[src/logic/dfnc_pkg.sv]
// Constants, field layouts and carrier types of the damping and adaptive notch control block.
// Assumes a 20 MHz APB clock and one 32-bit aligned word per register.
package dfnc_pkg;

    // ****************************************
    // Register offsets
    // ****************************************
    localparam logic [7:0] OFF_CTRL = 8'h00;
    localparam logic [7:0] OFF_DAMP_BASE = 8'h04;
    localparam logic [7:0] OFF_DAMP_STEP = 8'h08;
    localparam logic [7:0] OFF_SET_DELTA = 8'h04;
    localparam logic [7:0] OFF_NOTCH3 = 8'h24;
    localparam logic [7:0] OFF_NOTCH4 = 8'h28;
    localparam logic [7:0] OFF_STATUS = 8'h2c;
    localparam logic [7:0] OFF_SAVED = 8'h30;
    localparam logic [7:0] OFF_MEAS = 8'h34;

    // ****************************************
    // Field positions
    // ****************************************
    localparam int CTRL_MODE_LSB = 0;
    localparam int CTRL_SW_LSB = 4;
    localparam int CTRL_ADS_LSB = 8;
    localparam int ST_EN_LSB = 0;
    localparam int ST_OK_LSB = 4;
    localparam int ST_NOTCH_EN_LSB = 8;
    localparam int ST_STATE_LSB = 12;
    localparam int ST_POS_BIT = 16;
    localparam int ST_TORQUE_BIT = 17;

    // ****************************************
    // Values after reset and limits
    // ****************************************
    localparam logic [15:0] NOTCH_OFF = 16'h1388;
    localparam logic [15:0] DAMP_FREQ_RST = 16'h0000;
    localparam logic [15:0] DAMP_SET_RST = 16'h0000;
    localparam logic [16:0] DAMP_SUM_MIN = 17'h00064;
    localparam logic [16:0] DAMP_SUM_MAX = 17'h007d0;

    // ****************************************
    // Mode encodings
    // ****************************************
    localparam logic [1:0] SW_FIXED = 2'h0;
    localparam logic [1:0] SW_ONE_INPUT = 2'h1;
    localparam logic [1:0] SW_TWO_INPUTS = 2'h2;
    localparam logic [1:0] SW_DIRECTION = 2'h3;
    localparam logic [2:0] ADS_OFF = 3'h0;
    localparam logic [2:0] ADS_ONE = 3'h1;
    localparam logic [2:0] ADS_TWO = 3'h2;
    localparam logic [2:0] ADS_MEASURE = 3'h3;
    localparam logic [2:0] ADS_CLEAR = 3'h4;
    localparam logic [3:0] CM_POSITION = 4'h0;
    localparam logic [3:0] CM_SPEED = 4'h1;
    localparam logic [3:0] CM_TORQUE = 4'h2;
    localparam logic [3:0] CM_POS_SPEED = 4'h3;
    localparam logic [3:0] CM_POS_TORQUE = 4'h4;
    localparam logic [3:0] CM_SPEED_TORQUE = 4'h5;
    localparam logic [3:0] CM_FULL_CLOSED = 4'h6;

    // ****************************************
    // Timing
    // ****************************************
    localparam longint unsigned CLK_HZ = 20000000;
    localparam longint unsigned SAVE_PERIOD_MIN = 30;
    localparam longint unsigned SAVE_PERIOD_CYCLES = SAVE_PERIOD_MIN * 60 * CLK_HZ;
    localparam int SAVE_CNT_W = 36;

    // ****************************************
    // Types
    // ****************************************
    typedef struct packed {
        logic [2:0] adaptive_notch_select;
        logic [1:0] damping_filter_switch_mode;
        logic [3:0] control_mode_select;
    } dfnc_ctrl_t;

    typedef struct packed {
        logic [15:0] notch_four_frequency;
        logic [15:0] notch_three_frequency;
    } dfnc_notch_t;

    typedef struct packed {
        logic valid;
        logic slot;
        logic [15:0] freq;
    } dfnc_est_t;

    typedef enum logic [3:0] {
        AN_OFF = 4'h1,
        AN_TRACK = 4'h2,
        AN_MEAS = 4'h4,
        AN_CLEAR = 4'h8
    } dfnc_an_state_t;

endpackage

[src/logic/dfnc_damping_notch_ctrl.sv]
// Damping filter selection, parameter store and adaptive notch management behind an APB slave.
// Assumes select inputs come from pins, estimator results and command direction from pclk logic.
//
// What this block does
// - Damping frequencies are held in 0.1 Hz units
// - Disabled filter also ignores its setting value
// - Selection 0 keeps filters one and two
// - Selection 1: input a picks one/three or two/four
// - Selection 2: both inputs decode one of four
// - Selection 3: direction picks one/three or two/four
// - Zero damping frequency means function unused
// - Damping only under position command control
// - Estimator result from speed vibration sets notch
// - Adapted frequency goes to notch three or four
// - Adaptive select 0 off, 1 one, 2 two
// - Adaptive select 3 enters frequency measurement mode
// - Adaptive select 4 clears and disables notches
// - Adaptive select 0 resets inertia and adaptation
// - Notch frequency 5000 disables that notch
// - Save notches every 30 minutes, restore at power-up
// - Torque control suspends adaptation, holds frequency
//
// Implementation choices: the register offsets and the APB register port.
`timescale 1ns/1ps
`default_nettype none

module dfnc_damping_notch_ctrl #(
    parameter longint unsigned SAVE_CYCLES = dfnc_pkg::SAVE_PERIOD_CYCLES
) (
    input wire logic pclk,
    input wire logic presetn,
    input wire logic psel,
    input wire logic penable,
    input wire logic pwrite,
    input wire logic [7:0] paddr,
    input wire logic [31:0] pwdata,
    output logic [31:0] prdata,
    output logic pready,
    output logic pslverr,
    input wire logic damping_select_input_a,
    input wire logic damping_select_input_b,
    input wire logic cmd_reverse,
    input wire logic second_mode_active,
    input wire dfnc_pkg::dfnc_est_t est,
    input wire logic nv_restore_valid,
    input wire dfnc_pkg::dfnc_notch_t nv_restore,
    output logic [3:0] damp_enable,
    output logic [3:0][15:0] damp_freq_eff,
    output logic [3:0][15:0] damp_setting_eff,
    output dfnc_pkg::dfnc_notch_t notch_freq,
    output logic [1:0] notch_enable,
    output logic [1:0] adapt_count,
    output logic measure_mode,
    output logic estimator_reset,
    output logic nv_save_req,
    output dfnc_pkg::dfnc_notch_t nv_save_data
);
    import dfnc_pkg::*;

    // ****************************************
    // State
    // ****************************************
    dfnc_ctrl_t ctrl_r, ctrl_nxt;
    logic [15:0] dfreq_r [4];
    logic [15:0] dfreq_nxt [4];
    logic [15:0] dset_r [4];
    logic [15:0] dset_nxt [4];
    dfnc_notch_t notch_r, notch_nxt;
    dfnc_notch_t saved_r, saved_nxt;
    logic [15:0] meas_r, meas_nxt;
    dfnc_an_state_t an_r, an_nxt;
    logic [SAVE_CNT_W-1:0] save_cnt_r, save_cnt_nxt;
    logic save_req_r, save_req_nxt;
    logic est_rst_r, est_rst_nxt;
    logic [31:0] prdata_r, prdata_nxt;
    logic [2:0] sync_a_r, sync_a_nxt, sync_b_r, sync_b_nxt;
    logic sel_a_r, sel_a_nxt, sel_b_r, sel_b_nxt;
    logic [3:0] den_r, den_nxt;
    logic [3:0][15:0] dfe_r, dfe_nxt, dse_r, dse_nxt;

    // ****************************************
    // Decode helpers
    // ****************************************
    logic wr_en;
    logic hit;
    logic [31:0] rd_data;
    logic pos_active;
    logic torque_active;
    logic [3:0] sel_mask;
    logic [3:0] range_ok;
    logic [1:0] notch_on;
    logic save_last;
    logic [16:0] sum [4];
    logic [16:0] lim [4];

    assign wr_en = psel && penable && pwrite && hit;
    assign pready = 1'b1;
    assign pslverr = psel && penable && !hit;
    assign save_last = (save_cnt_r == SAVE_CNT_W'(SAVE_CYCLES - 1));

    always_comb begin
        hit = (paddr[1:0] == 2'h0) && (paddr <= OFF_MEAS);
        rd_data = 32'h0000_0000;
        case (paddr)
            OFF_CTRL: begin
                rd_data[CTRL_MODE_LSB +: 4] = ctrl_r.control_mode_select;
                rd_data[CTRL_SW_LSB +: 2] = ctrl_r.damping_filter_switch_mode;
                rd_data[CTRL_ADS_LSB +: 3] = ctrl_r.adaptive_notch_select;
            end
            OFF_NOTCH3: rd_data = {16'h0000, notch_r.notch_three_frequency};
            OFF_NOTCH4: rd_data = {16'h0000, notch_r.notch_four_frequency};
            OFF_SAVED: rd_data = saved_r;
            OFF_MEAS: rd_data = {16'h0000, meas_r};
            OFF_STATUS: begin
                rd_data[ST_EN_LSB +: 4] = den_r;
                rd_data[ST_OK_LSB +: 4] = range_ok;
                rd_data[ST_NOTCH_EN_LSB +: 2] = notch_on;
                rd_data[ST_STATE_LSB +: 4] = an_r;
                rd_data[ST_POS_BIT] = pos_active;
                rd_data[ST_TORQUE_BIT] = torque_active;
            end
            default: begin
                for (int i = 0; i < 4; i++) begin
                    if (paddr == OFF_DAMP_BASE + 8'(i) * OFF_DAMP_STEP) begin
                        rd_data = {16'h0000, dfreq_r[i]};
                    end
                    if (paddr == OFF_DAMP_BASE + 8'(i) * OFF_DAMP_STEP + OFF_SET_DELTA) begin
                        rd_data = {16'h0000, dset_r[i]};
                    end
                end
            end
        endcase
    end

    // ****************************************
    // Control mode and filter selection
    // ****************************************
    always_comb begin
        case (ctrl_r.control_mode_select)
            CM_POSITION, CM_FULL_CLOSED: pos_active = 1'b1;
            CM_POS_SPEED, CM_POS_TORQUE: pos_active = !second_mode_active;
            default: pos_active = 1'b0;
        endcase
        case (ctrl_r.control_mode_select)
            CM_TORQUE: torque_active = 1'b1;
            CM_POS_TORQUE, CM_SPEED_TORQUE: torque_active = second_mode_active;
            default: torque_active = 1'b0;
        endcase
        case (ctrl_r.damping_filter_switch_mode)
            SW_FIXED: sel_mask = 4'b0011;
            SW_ONE_INPUT: sel_mask = sel_a_r ? 4'b1010 : 4'b0101;
            SW_TWO_INPUTS: sel_mask = 4'b0001 << {sel_b_r, sel_a_r};
            SW_DIRECTION: sel_mask = cmd_reverse ? 4'b1010 : 4'b0101;
            default: sel_mask = 4'b0000;
        endcase
        for (int i = 0; i < 4; i++) begin
            sum[i] = {1'b0, dfreq_r[i]} + {1'b0, dset_r[i]};
            lim[i] = {dfreq_r[i], 1'b0};
            if (lim[i] > DAMP_SUM_MAX) begin
                lim[i] = DAMP_SUM_MAX;
            end
            range_ok[i] = (sum[i] >= DAMP_SUM_MIN) && (sum[i] <= lim[i]);
        end
        notch_on[0] = notch_r.notch_three_frequency < NOTCH_OFF;
        notch_on[1] = notch_r.notch_four_frequency < NOTCH_OFF;
    end

    // ****************************************
    // Next values
    // ****************************************
    always_comb begin
        ctrl_nxt = ctrl_r;
        notch_nxt = notch_r;
        saved_nxt = saved_r;
        meas_nxt = meas_r;
        an_nxt = an_r;
        save_req_nxt = 1'b0;
        est_rst_nxt = 1'b0;
        save_cnt_nxt = save_last ? '0 : save_cnt_r + 1'b1;
        prdata_nxt = (psel && !penable) ? rd_data : prdata_r;
        sync_a_nxt = {sync_a_r[1:0], damping_select_input_a};
        sync_b_nxt = {sync_b_r[1:0], damping_select_input_b};
        sel_a_nxt = (sync_a_r[1] == sync_a_r[2]) ? sync_a_r[2] : sel_a_r;
        sel_b_nxt = (sync_b_r[1] == sync_b_r[2]) ? sync_b_r[2] : sel_b_r;
        for (int i = 0; i < 4; i++) begin
            dfreq_nxt[i] = dfreq_r[i];
            dset_nxt[i] = dset_r[i];
            if (wr_en && paddr == OFF_DAMP_BASE + 8'(i) * OFF_DAMP_STEP) begin
                dfreq_nxt[i] = pwdata[15:0];
            end
            if (wr_en && paddr == OFF_DAMP_BASE + 8'(i) * OFF_DAMP_STEP + OFF_SET_DELTA) begin
                dset_nxt[i] = pwdata[15:0];
            end
            den_nxt[i] = sel_mask[i] && pos_active && (|dfreq_r[i]);
            dfe_nxt[i] = den_nxt[i] ? dfreq_r[i] : 16'h0000;
            dse_nxt[i] = den_nxt[i] ? dset_r[i] : 16'h0000;
        end
        if (wr_en && paddr == OFF_CTRL) begin
            ctrl_nxt.control_mode_select = pwdata[CTRL_MODE_LSB +: 4];
            ctrl_nxt.damping_filter_switch_mode = pwdata[CTRL_SW_LSB +: 2];
            ctrl_nxt.adaptive_notch_select = pwdata[CTRL_ADS_LSB +: 3];
        end
        // Power-up restore has lowest priority, software next, hardware last
        if (nv_restore_valid) begin
            notch_nxt = nv_restore;
        end
        if (wr_en && paddr == OFF_NOTCH3) begin
            notch_nxt.notch_three_frequency = pwdata[15:0];
        end
        if (wr_en && paddr == OFF_NOTCH4) begin
            notch_nxt.notch_four_frequency = pwdata[15:0];
        end
        // Adaptive operating state follows the selection value
        case (ctrl_r.adaptive_notch_select)
            ADS_ONE, ADS_TWO: an_nxt = AN_TRACK;
            ADS_MEASURE: an_nxt = AN_MEAS;
            ADS_CLEAR: an_nxt = AN_CLEAR;
            default: an_nxt = AN_OFF;
        endcase
        if (an_nxt == AN_OFF && an_r != AN_OFF) begin
            est_rst_nxt = 1'b1;
        end
        case (an_r)
            AN_TRACK: begin
                if (est.valid && !torque_active) begin
                    if (!est.slot) begin
                        notch_nxt.notch_three_frequency = est.freq;
                    end else if (ctrl_r.adaptive_notch_select == ADS_TWO) begin
                        notch_nxt.notch_four_frequency = est.freq;
                    end
                end
            end
            AN_MEAS: begin
                if (est.valid && !torque_active) begin
                    meas_nxt = est.freq;
                end
            end
            AN_CLEAR: begin
                notch_nxt.notch_three_frequency = NOTCH_OFF;
                notch_nxt.notch_four_frequency = NOTCH_OFF;
                meas_nxt = 16'h0000;
            end
            AN_OFF: begin
                meas_nxt = meas_r;
            end
            default: an_nxt = AN_OFF;
        endcase
        if (save_last) begin
            save_req_nxt = 1'b1;
            saved_nxt = notch_r;
        end
    end

    // ****************************************
    // Registers
    // ****************************************
    always_ff @(posedge pclk or negedge presetn) begin
        if (!presetn) begin
            ctrl_r <= '0;
            for (int i = 0; i < 4; i++) begin
                dfreq_r[i] <= DAMP_FREQ_RST;
                dset_r[i] <= DAMP_SET_RST;
            end
            notch_r <= {NOTCH_OFF, NOTCH_OFF};
            saved_r <= {NOTCH_OFF, NOTCH_OFF};
            meas_r <= 16'h0000;
            an_r <= AN_OFF;
            save_cnt_r <= '0;
            save_req_r <= 1'b0;
            est_rst_r <= 1'b0;
            prdata_r <= 32'h0000_0000;
            sync_a_r <= 3'h0;
            sync_b_r <= 3'h0;
            sel_a_r <= 1'b0;
            sel_b_r <= 1'b0;
            den_r <= 4'h0;
            dfe_r <= '0;
            dse_r <= '0;
        end else begin
            ctrl_r <= ctrl_nxt;
            for (int i = 0; i < 4; i++) begin
                dfreq_r[i] <= dfreq_nxt[i];
                dset_r[i] <= dset_nxt[i];
            end
            notch_r <= notch_nxt;
            saved_r <= saved_nxt;
            meas_r <= meas_nxt;
            an_r <= an_nxt;
            save_cnt_r <= save_cnt_nxt;
            save_req_r <= save_req_nxt;
            est_rst_r <= est_rst_nxt;
            prdata_r <= prdata_nxt;
            sync_a_r <= sync_a_nxt;
            sync_b_r <= sync_b_nxt;
            sel_a_r <= sel_a_nxt;
            sel_b_r <= sel_b_nxt;
            den_r <= den_nxt;
            dfe_r <= dfe_nxt;
            dse_r <= dse_nxt;
        end
    end

    // ****************************************
    // Outputs
    // ****************************************
    assign prdata = prdata_r;
    assign damp_enable = den_r;
    assign damp_freq_eff = dfe_r;
    assign damp_setting_eff = dse_r;
    assign notch_freq = notch_r;
    assign notch_enable = notch_on;
    assign adapt_count = (an_r == AN_TRACK && !torque_active) ? ctrl_r.adaptive_notch_select[1:0]
                                                              : 2'h0;
    assign measure_mode = (an_r == AN_MEAS);
    assign estimator_reset = est_rst_r;
    assign nv_save_req = save_req_r;
    assign nv_save_data = saved_r;

endmodule

`default_nettype wire

[config.mk]
export PLATFORM = sky130hd
export DESIGN_NAME = dfnc_damping_notch_ctrl
export DESIGN_NICKNAME = d
export VERILOG_FILES = /design/src/logic/dfnc_pkg.sv /design/src/logic/dfnc_damping_notch_ctrl.sv
export SDC_FILE = /design/constraint.sdc
export NUM_CORES = 1
export LEC_CHECK = 0
export BUFFER_PORTS_ARGS = -buffer_cell sky130_fd_sc_hd__buf_2
export CAP_MARGIN = 10
export CORE_ASPECT_RATIO = 0.9
export CORE_MARGIN = 2
export CORE_UTILIZATION = 50
export DETAILED_ROUTE_END_ITERATION = 16
export PLACE_DENSITY = 0.8
export SYNTH_ARGS = -nofsm -noshare
export SYNTH_HDL_FRONTEND = slang
export SYNTH_SLANG_ARGS = --single-unit
[constraint.sdc]
create_clock -name pclk -period 4.11 [get_ports pclk]
set_input_delay 0.822 -clock pclk [delete_from_list [all_inputs] [get_ports pclk]]
set_output_delay 0.822 -clock pclk [all_outputs]
set_load 0.005 [all_outputs]
==> metrics.cfg, run 1 <==
[power_and_ir_drop]
p_per_area_nw_per_um2=339.7
ir_drop_mv=0.3753
p_leak_nw=14.38

[final_layout]
syn_to_final_growth_pct=20.76
layout-drive-gt1-share=0.2888
fin_area_sq_um=27550
final_nets=2781

[synthesis]
synth_top_family_by_area=simple AND/OR/NAND/NOR gates
synth_simple_gate_area_frac=0.1598
synthXorXnorAreaFrac=0.03379
synth_edf_count=0
synth_compound_area_frac=0.1339
yosysUniqueCellTypes=84
synth_fa_ha_area_frac=0.07515
avgSynthCellArea_sq_um=10.61
muxShareOfSynthArea=0.09901
netlist_area_sq_um=22810
synth-seq-cells=431
ys_seq_area_frac=0.4740
yosys_warnings=0
async_reset_ff_frac=1.000
synth_cells=2149
synth_ff_type=dfrtp_1

[global_route]
grt_start_max_net_pins=97
antenna_found_initial=14
grt_pass1_wl_mm=119.5
grt_usage=0.3344
grt_pass1_vias=19487
grt_remaining_overflow=0

[clock_tree]
postCtsHoldBufs=0
root_buffer=clkbuf_16
clock-sinks=431
cts_buffers=47
clk_latency_ns=0.62
path_clk_slew_ns=0.06
clockBufferDepth=3
cts.htree.levels=2
cts_tree=yes

[detailed_routing]
viasPerCell=6.223
drt_iter0_drc=2628
route.detailed.wl_per_inst_um=25.11
drc=0
dr.pass1.iters=10
drt_wl_total_mm=80.45
ant_nets=0
num_vias=19940

[timing]
report.final.hold_viol_count=0
setup_tns_ns=0
fin_skew_ns=0.03314
setup_viol=0
layout_min_cycle_time_ns=3.877
drv_slew=0
period_share=0.9434
slew_headroom=0.2339
tightest_slew_ns=1.148
max_freq_mhz=257.9

[worst_setup_path]
worstPathMaxFanout=4
crit_arrival_ns=4.40
critical_path_class=register to register
crit_required_ns=4.64
cp-start-kind=register
end_kind=register

[placed_design]
place.gp.congestion=0.9800
numPortBuffers=319
place_area_sq_um=25770
post-dp-hpwl_mm=59.52

[floorplanning]
ioPinCount=337
core_region_area_sq_um=45180
die_x_um=229.1
die_area_sq_um=47350
fp.dieH_um=206.6
start_util=0.5048
rows=74

[status]
status=complete, no violations

[job]
maxCapViolations=0

[min_path]
hold_class=input pin to asynchronous set/reset pin

[path summary, 6_finish.rpt]
kind	from	to	slack [ns]	cells past startpoint
max	dfreq_r[16]	prdata[6]	0.23	18
max reg2reg	dfreq_r[16]	prdata[6]	0.23	18
min reg2reg	sync_a_r[0]	sync_a_r[1]	0.36	0
min in group pclk	damping_select_input_b	sync_b_r[0]	0.33	1
max in group asynchronous	presetn	dfreq_r[6]	2.89	2
min	presetn	nv_save_data[0]	0.24	1
[cells in the mapped netlist (22+ instances only)]
cell / n / area, sq um
a21o_1: 38 / 285.3
a21oi_1: 97 / 485.5
a222oi_1: 22 / 220.2
a22oi_1: 39 / 292.8
and2_1: 132 / 825.8
clkbuf_1: 80 / 300.3
dfrtp_1: 410 / 10260
ha_1: 129 / 1614
inv_1: 26 / 97.59
mux2_2: 169 / 1903
mux2i_1: 34 / 340.3
nand2_1: 184 / 690.7
nand3_1: 50 / 250.2
nand4_1: 27 / 168.9
nor2_1: 157 / 589.3
nor3_1: 32 / 160.2
nor4_1: 25 / 156.4
o21ai_0: 67 / 335.3
o31ai_1: 28 / 210.2
xnor2_1: 52 / 455.4
xor2_1: 36 / 315.3
[kinds of logic (layout without fill, tap and decap cells)]
family | after synthesis | in the layout
other cells | 1 | 34
fa+ha+maj | 135 | 135
mux | 204 | 204
compound gates | 443 | 443
flops | 431 | 431
simple gates | 713 | 713
buf+inv | 134 | 548
xor+xnor | 88 | 88
[registers in the layout, indices dropped and copies added, names as in the netlist, 9 cells and up]
register and cells:
meas_r 16, dfreq_r 64, save_cnt_r 36, damp_freq_eff 64, dset_r 64, notch_freq 32, ctrl_r 9, nv_save_data 32
damp_setting_eff 64, prdata 32
[what timing repair did]
item,4_1_cts,5_1_grt
buffers inserted,0,2
resized for setup,0,22
setup endpoints to repair,0,4
[report_power, final]
part | switching, mW | internal (mW) | leakage (nW)
clock | 1.84 | 2.62 | 0.804
sequential | 0.0981 | 4.30 | 5.75
combinational | 0.329 | 0.165 | 7.83
total | 2.27 | 7.09 | 14.4
[layout by cell type (no fill, tap or decap), drive strengths merged, types with 30 or more instances in the layout]
cell type / synthesis / final
nor3: 34 / 34
mux2i: 34 / 34
clkbuf: 87 / 70
nor2: 157 / 157
ha: 129 / 129
nand2: 184 / 184
xnor2: 52 / 52
a22oi: 39 / 39
inv: 26 / 30
xor2: 36 / 36
o21ai: 72 / 72
buf: 21 / 434
dfrtp: 410 / 410
and2: 132 / 132
mux2: 170 / 170
a21o: 38 / 38
a21oi: 97 / 97
nand3: 50 / 50
[per-layer routing]
layer,wire length (um),global-route usage,vias to the layer above
li1,-,-,8651
met1,32260,0.4535,9822
met2,34790,0.4915,1192
met3,8619,0.08201,267
met4,4730,0.1943,8
met5,46,0,-
[worst max-delay path, cell delays in order, from the launching register on]
cell and delay (ns):
dfrtp_1 0.38, ha_1 0.24, fa_1 0.45, a211oi_2 0.25, o21ai_1 0.12, a211oi_1 0.20
buf_4 0.16, o31ai_1 0.07, a21oi_1 0.19, xnor2_1 0.19, ha_1 0.30, a21o_1 0.18
a21o_1 0.17, a21o_1 0.17, a21oi_1 0.13, o21ai_0 0.10, o221ai_1 0.19, a31o_2 0.17
o41a_1 0.13
[through the flow]
| step | worst slack [ns] | power, mW | utilization | std cells | hold WS, ns |
|---|---|---|---|---|---|
| floorplan | 0.3996 | 4.615 | - | 2173 | 0.3312 |
| global placement | 0.07541 | 4.940 | 0.5703 | 3105 | 0.3442 |
| detailed placement | 0.08010 | 4.953 | 0.5703 | 3105 | 0.3387 |
| CTS | 0.07660 | 9.382 | 0.6067 | 3193 | 0.2383 |
| global route | -0.007247 | 9.615 | 0.6096 | 3204 | 0.2693 |
| finish | 0.2326 | 9.358 | 0.6096 | 3204 | 0.2373 |
[final cells by class]
class	count	area [sq um]
fill	3746	17640
tap	608	760.7
clock inverter	18	250.2
inverter	26	97.59
antenna	9	22.52
clock buffer	70	1393
multi-input combinational	1608	11690
sequential	431	10810
timing repair buffer	434	2520
Power figures use the tool's default switching activity.
==> inputs of run 2 (changes only) <==
--- a/config.mk
+++ b/config.mk
@@ -9,9 +9,9 @@
 export CAP_MARGIN = 10
 export CORE_ASPECT_RATIO = 0.9
 export CORE_MARGIN = 2
-export CORE_UTILIZATION = 50
+export CORE_UTILIZATION = 45
 export DETAILED_ROUTE_END_ITERATION = 16
-export PLACE_DENSITY = 0.8
+export PLACE_DENSITY = 0.74
 export SYNTH_ARGS = -nofsm -noshare
 export SYNTH_HDL_FRONTEND = slang
 export SYNTH_SLANG_ARGS = --single-unit
==> constraint.sdc (replaced) <==
create_clock -name pclk -period 4.11 [get_ports pclk]
set_input_delay 0.822 -clock pclk [delete_from_list [all_inputs] [get_ports pclk]]
set_output_delay 0.822 -clock pclk [all_outputs]
set_load 0.01 [all_outputs]
==> run 2 against run 1 <==
  * Final area barely moved
  * Die area is 11% higher
  * Global-route usage fell by 2.8 points
  * Largest power group unchanged
==> metrics.cfg, run 2 (synthesis gave the netlist of run 1 again) <==
[power_and_ir_drop]
swShare=0.2479  ; was 0.2422
p_per_area_nw_per_um2=342.5  ; was 339.7 nW/um^2
p_leak_nw=14.33  ; was 14.38 nW
seq_power_share=0.467  ; was 0.470
ir_drop_mv=0.3235  ; was 0.3753 mV
pwr-share-clk=0.479  ; was 0.477
combPwrFrac=0.054  ; was 0.053
p_sw_mw=2.339  ; was 2.266 mW
intPower_mw=7.097  ; was 7.091 mW
fin_total_pwr_mw=9.436  ; was 9.358 mW

[clock_tree]
cts_buffers=47  ; unchanged
clockBufferDepth=3  ; unchanged
postCtsHoldBufs=0  ; unchanged
clock-sinks=431  ; unchanged
clk_latency_ns=0.63  ; was 0.62 ns
root_buffer=clkbuf_16  ; unchanged
path_clk_slew_ns=0.06  ; about the same
cts.htree.levels=2  ; unchanged
cts_tree=yes  ; unchanged

[global_route]
grt_start_max_net_pins=113  ; was 97
grt_pass1_vias=18963  ; was 19487
antenna_found_initial=14  ; unchanged
grt_usage=0.3068  ; was 0.3344
grt_pass1_wl_mm=119.9  ; was 119.5 mm
grt_remaining_overflow=0  ; unchanged

[timing]
report.final.hold_viol_count=0  ; unchanged
tightest_slew_ns=1.222  ; was 1.148 ns
fin_skew_ns=0.03399  ; was 0.03314 ns
setup_tns_ns=0  ; unchanged
period_share=0.9537  ; was 0.9434
max_freq_mhz=255.1  ; was 257.9 MHz
layout_min_cycle_time_ns=3.920  ; was 3.877 ns
rsz0062_at_grt=false
drv_slew=0  ; unchanged
setup_viol=0  ; unchanged
slew_headroom=0.1742  ; was 0.2339

[detailed_routing]
num_vias=19907  ; was 19940
drc=0  ; unchanged
ant_nets=0  ; unchanged
dr.pass1.iters=8  ; was 10
drt_wl_total_mm=81.65  ; was 80.45 mm
viasPerCell=6.095  ; was 6.223
drt_iter0_drc=2342  ; was 2628
route.detailed.wl_per_inst_um=25.00  ; was 25.11 um

[floorplanning]
start_util=0.4538  ; was 0.5048
die_area_sq_um=52510  ; was 47350 sq um
fp.dieH_um=217.6  ; was 206.6 um
die_x_um=241.3  ; was 229.1 um
core_region_area_sq_um=50260  ; was 45180 sq um
ioPinCount=337  ; unchanged
rows=78  ; was 74

[worst_setup_path]
cp-start-kind=register  ; unchanged
crit_required_ns=4.58  ; was 4.64 ns
r2r-start=dset_r[52]  ; was dfreq_r[16]
worstPathMaxFanout=7  ; was 4
cp-startpoint=dset_r[52]  ; was dfreq_r[16]
end_kind=register  ; unchanged
crit_arrival_ns=4.39  ; was 4.40 ns
critical_path_class=register to register  ; unchanged

[final_layout]
final_nets=2772  ; was 2781
fin_cells=3266  ; was 3204
layout-drive-gt1-share=0.2851  ; was 0.2888
fin_util=0.5481  ; was 0.6096
final_common_cell=dfrtp_1  ; unchanged
syn_to_final_growth_pct=20.77  ; was 20.76%
final_cell_mix=dfrtp_1 (410), buf_2 (318), nand2_1 (184)  ; was dfrtp_1 (409), buf_2 (318), nand2_1 (184)

[placed_design]
numPortBuffers=319  ; unchanged
place.gp.congestion=0.9862  ; was 0.9800
numPlacedInstances=3169  ; was 3105
post-dp-hpwl_mm=60.93  ; was 59.52 mm

[min_path]
hold_class=input pin to asynchronous set/reset pin  ; unchanged

[job]
maxCapViolations=0  ; unchanged

[status]
status=complete, no violations  ; unchanged

## run 2: changes by cell type in the layout (fill, tap and decap cells not counted), moves of 3 or more
| cell | previous run | this run |
|---|---|---|
| clkbuf_8 | 13 | 6 |
| ha_1 | 125 | 129 |
| buf_4 | 111 | 102 |
| ha_2 | 3 | 0 |
| clkinvlp_4 | 2 | 5 |
| clkbuf_1 | 10 | 7 |
| clkinv_4 | 1 | 6 |
## run 2: layout make-up
type | count | area [sq um]
flip-flops and latches | 431 | 10810
inverters | 26 | 97.59
diodes | 8 | 20.02
clock inverters | 28 | 365.4
clock buffers | 60 | 1285
multi-input cells | 1608 | 11670
repair buffers | 425 | 2452
fillers | 4342 | 22710
well taps | 680 | 850.8
## run 2: power by group through the flow
stage	clock network [mW]	logic, mW	registers (mW)
final	4.52	0.509	4.40
after global routing	4.75	0.552	4.40
after CTS	4.58	0.504	4.40
after detailed placement	0	0.502	4.48
after global placement	0	0.491	4.48
after floorplan	0	0.189	4.44
## run 2: path summary, 6_finish.rpt
path | to | slack, ns | cells past startpoint
setup / recovery | prdata[4] | 0.19 | 17
hold / removal | dset_r[57] | 0.29 | 1
setup reg to reg | prdata[4] | 0.19 | 17
hold reg to reg | sync_a_r[1] | 0.35 | 0
max in group asynchronous | damp_freq_eff[52] | 2.80 | 2
min in group pclk | sync_a_r[0] | 0.33 | 1
## run 2: per-stage QoR
stage	setup slack, ns	hold WS, ns	area [sq um]
global route	0.001391	0.3154	27540
CTS	0.1279	0.2968	27450
global placement	0.1032	0.3401	25800
detailed placement	0.1612	0.3365	25800
finish	0.1904	0.2859	27550
floorplan	0.3996	0.3312	22900
## run 2: worst max-delay path, cell delays in order, from the launching register on
cell       delay [ns]
dfrtp_1          0.45
ha_1             0.40
nand3_1          0.15
o2111ai_2        0.16
a2111oi_2        0.42
buf_4            0.18
o31ai_1          0.09
a221oi_1         0.32
xnor2_1          0.14
ha_1             0.31
nand4_1          0.14
nor2_1           0.18
and2_1           0.16
o21ai_0          0.10
a31oi_1          0.19
o21ai_0          0.11
a21oi_1          0.19
a31oi_1          0.07
## run 2: per-layer routing
metal	track usage	vias up	wire (um)
li1	-	8635	-
met5	0	-	75
met2	0.4475	1085	35630
met4	0.1422	12	3587
met3	0.06759	199	8014
met1	0.4344	9976	34340
## run 2: what timing repair did
action | in CTS | in global routing
setup endpoints to repair | 0 | 4
gates resized for setup | 0 | 15
buffers inserted | 0 | 1
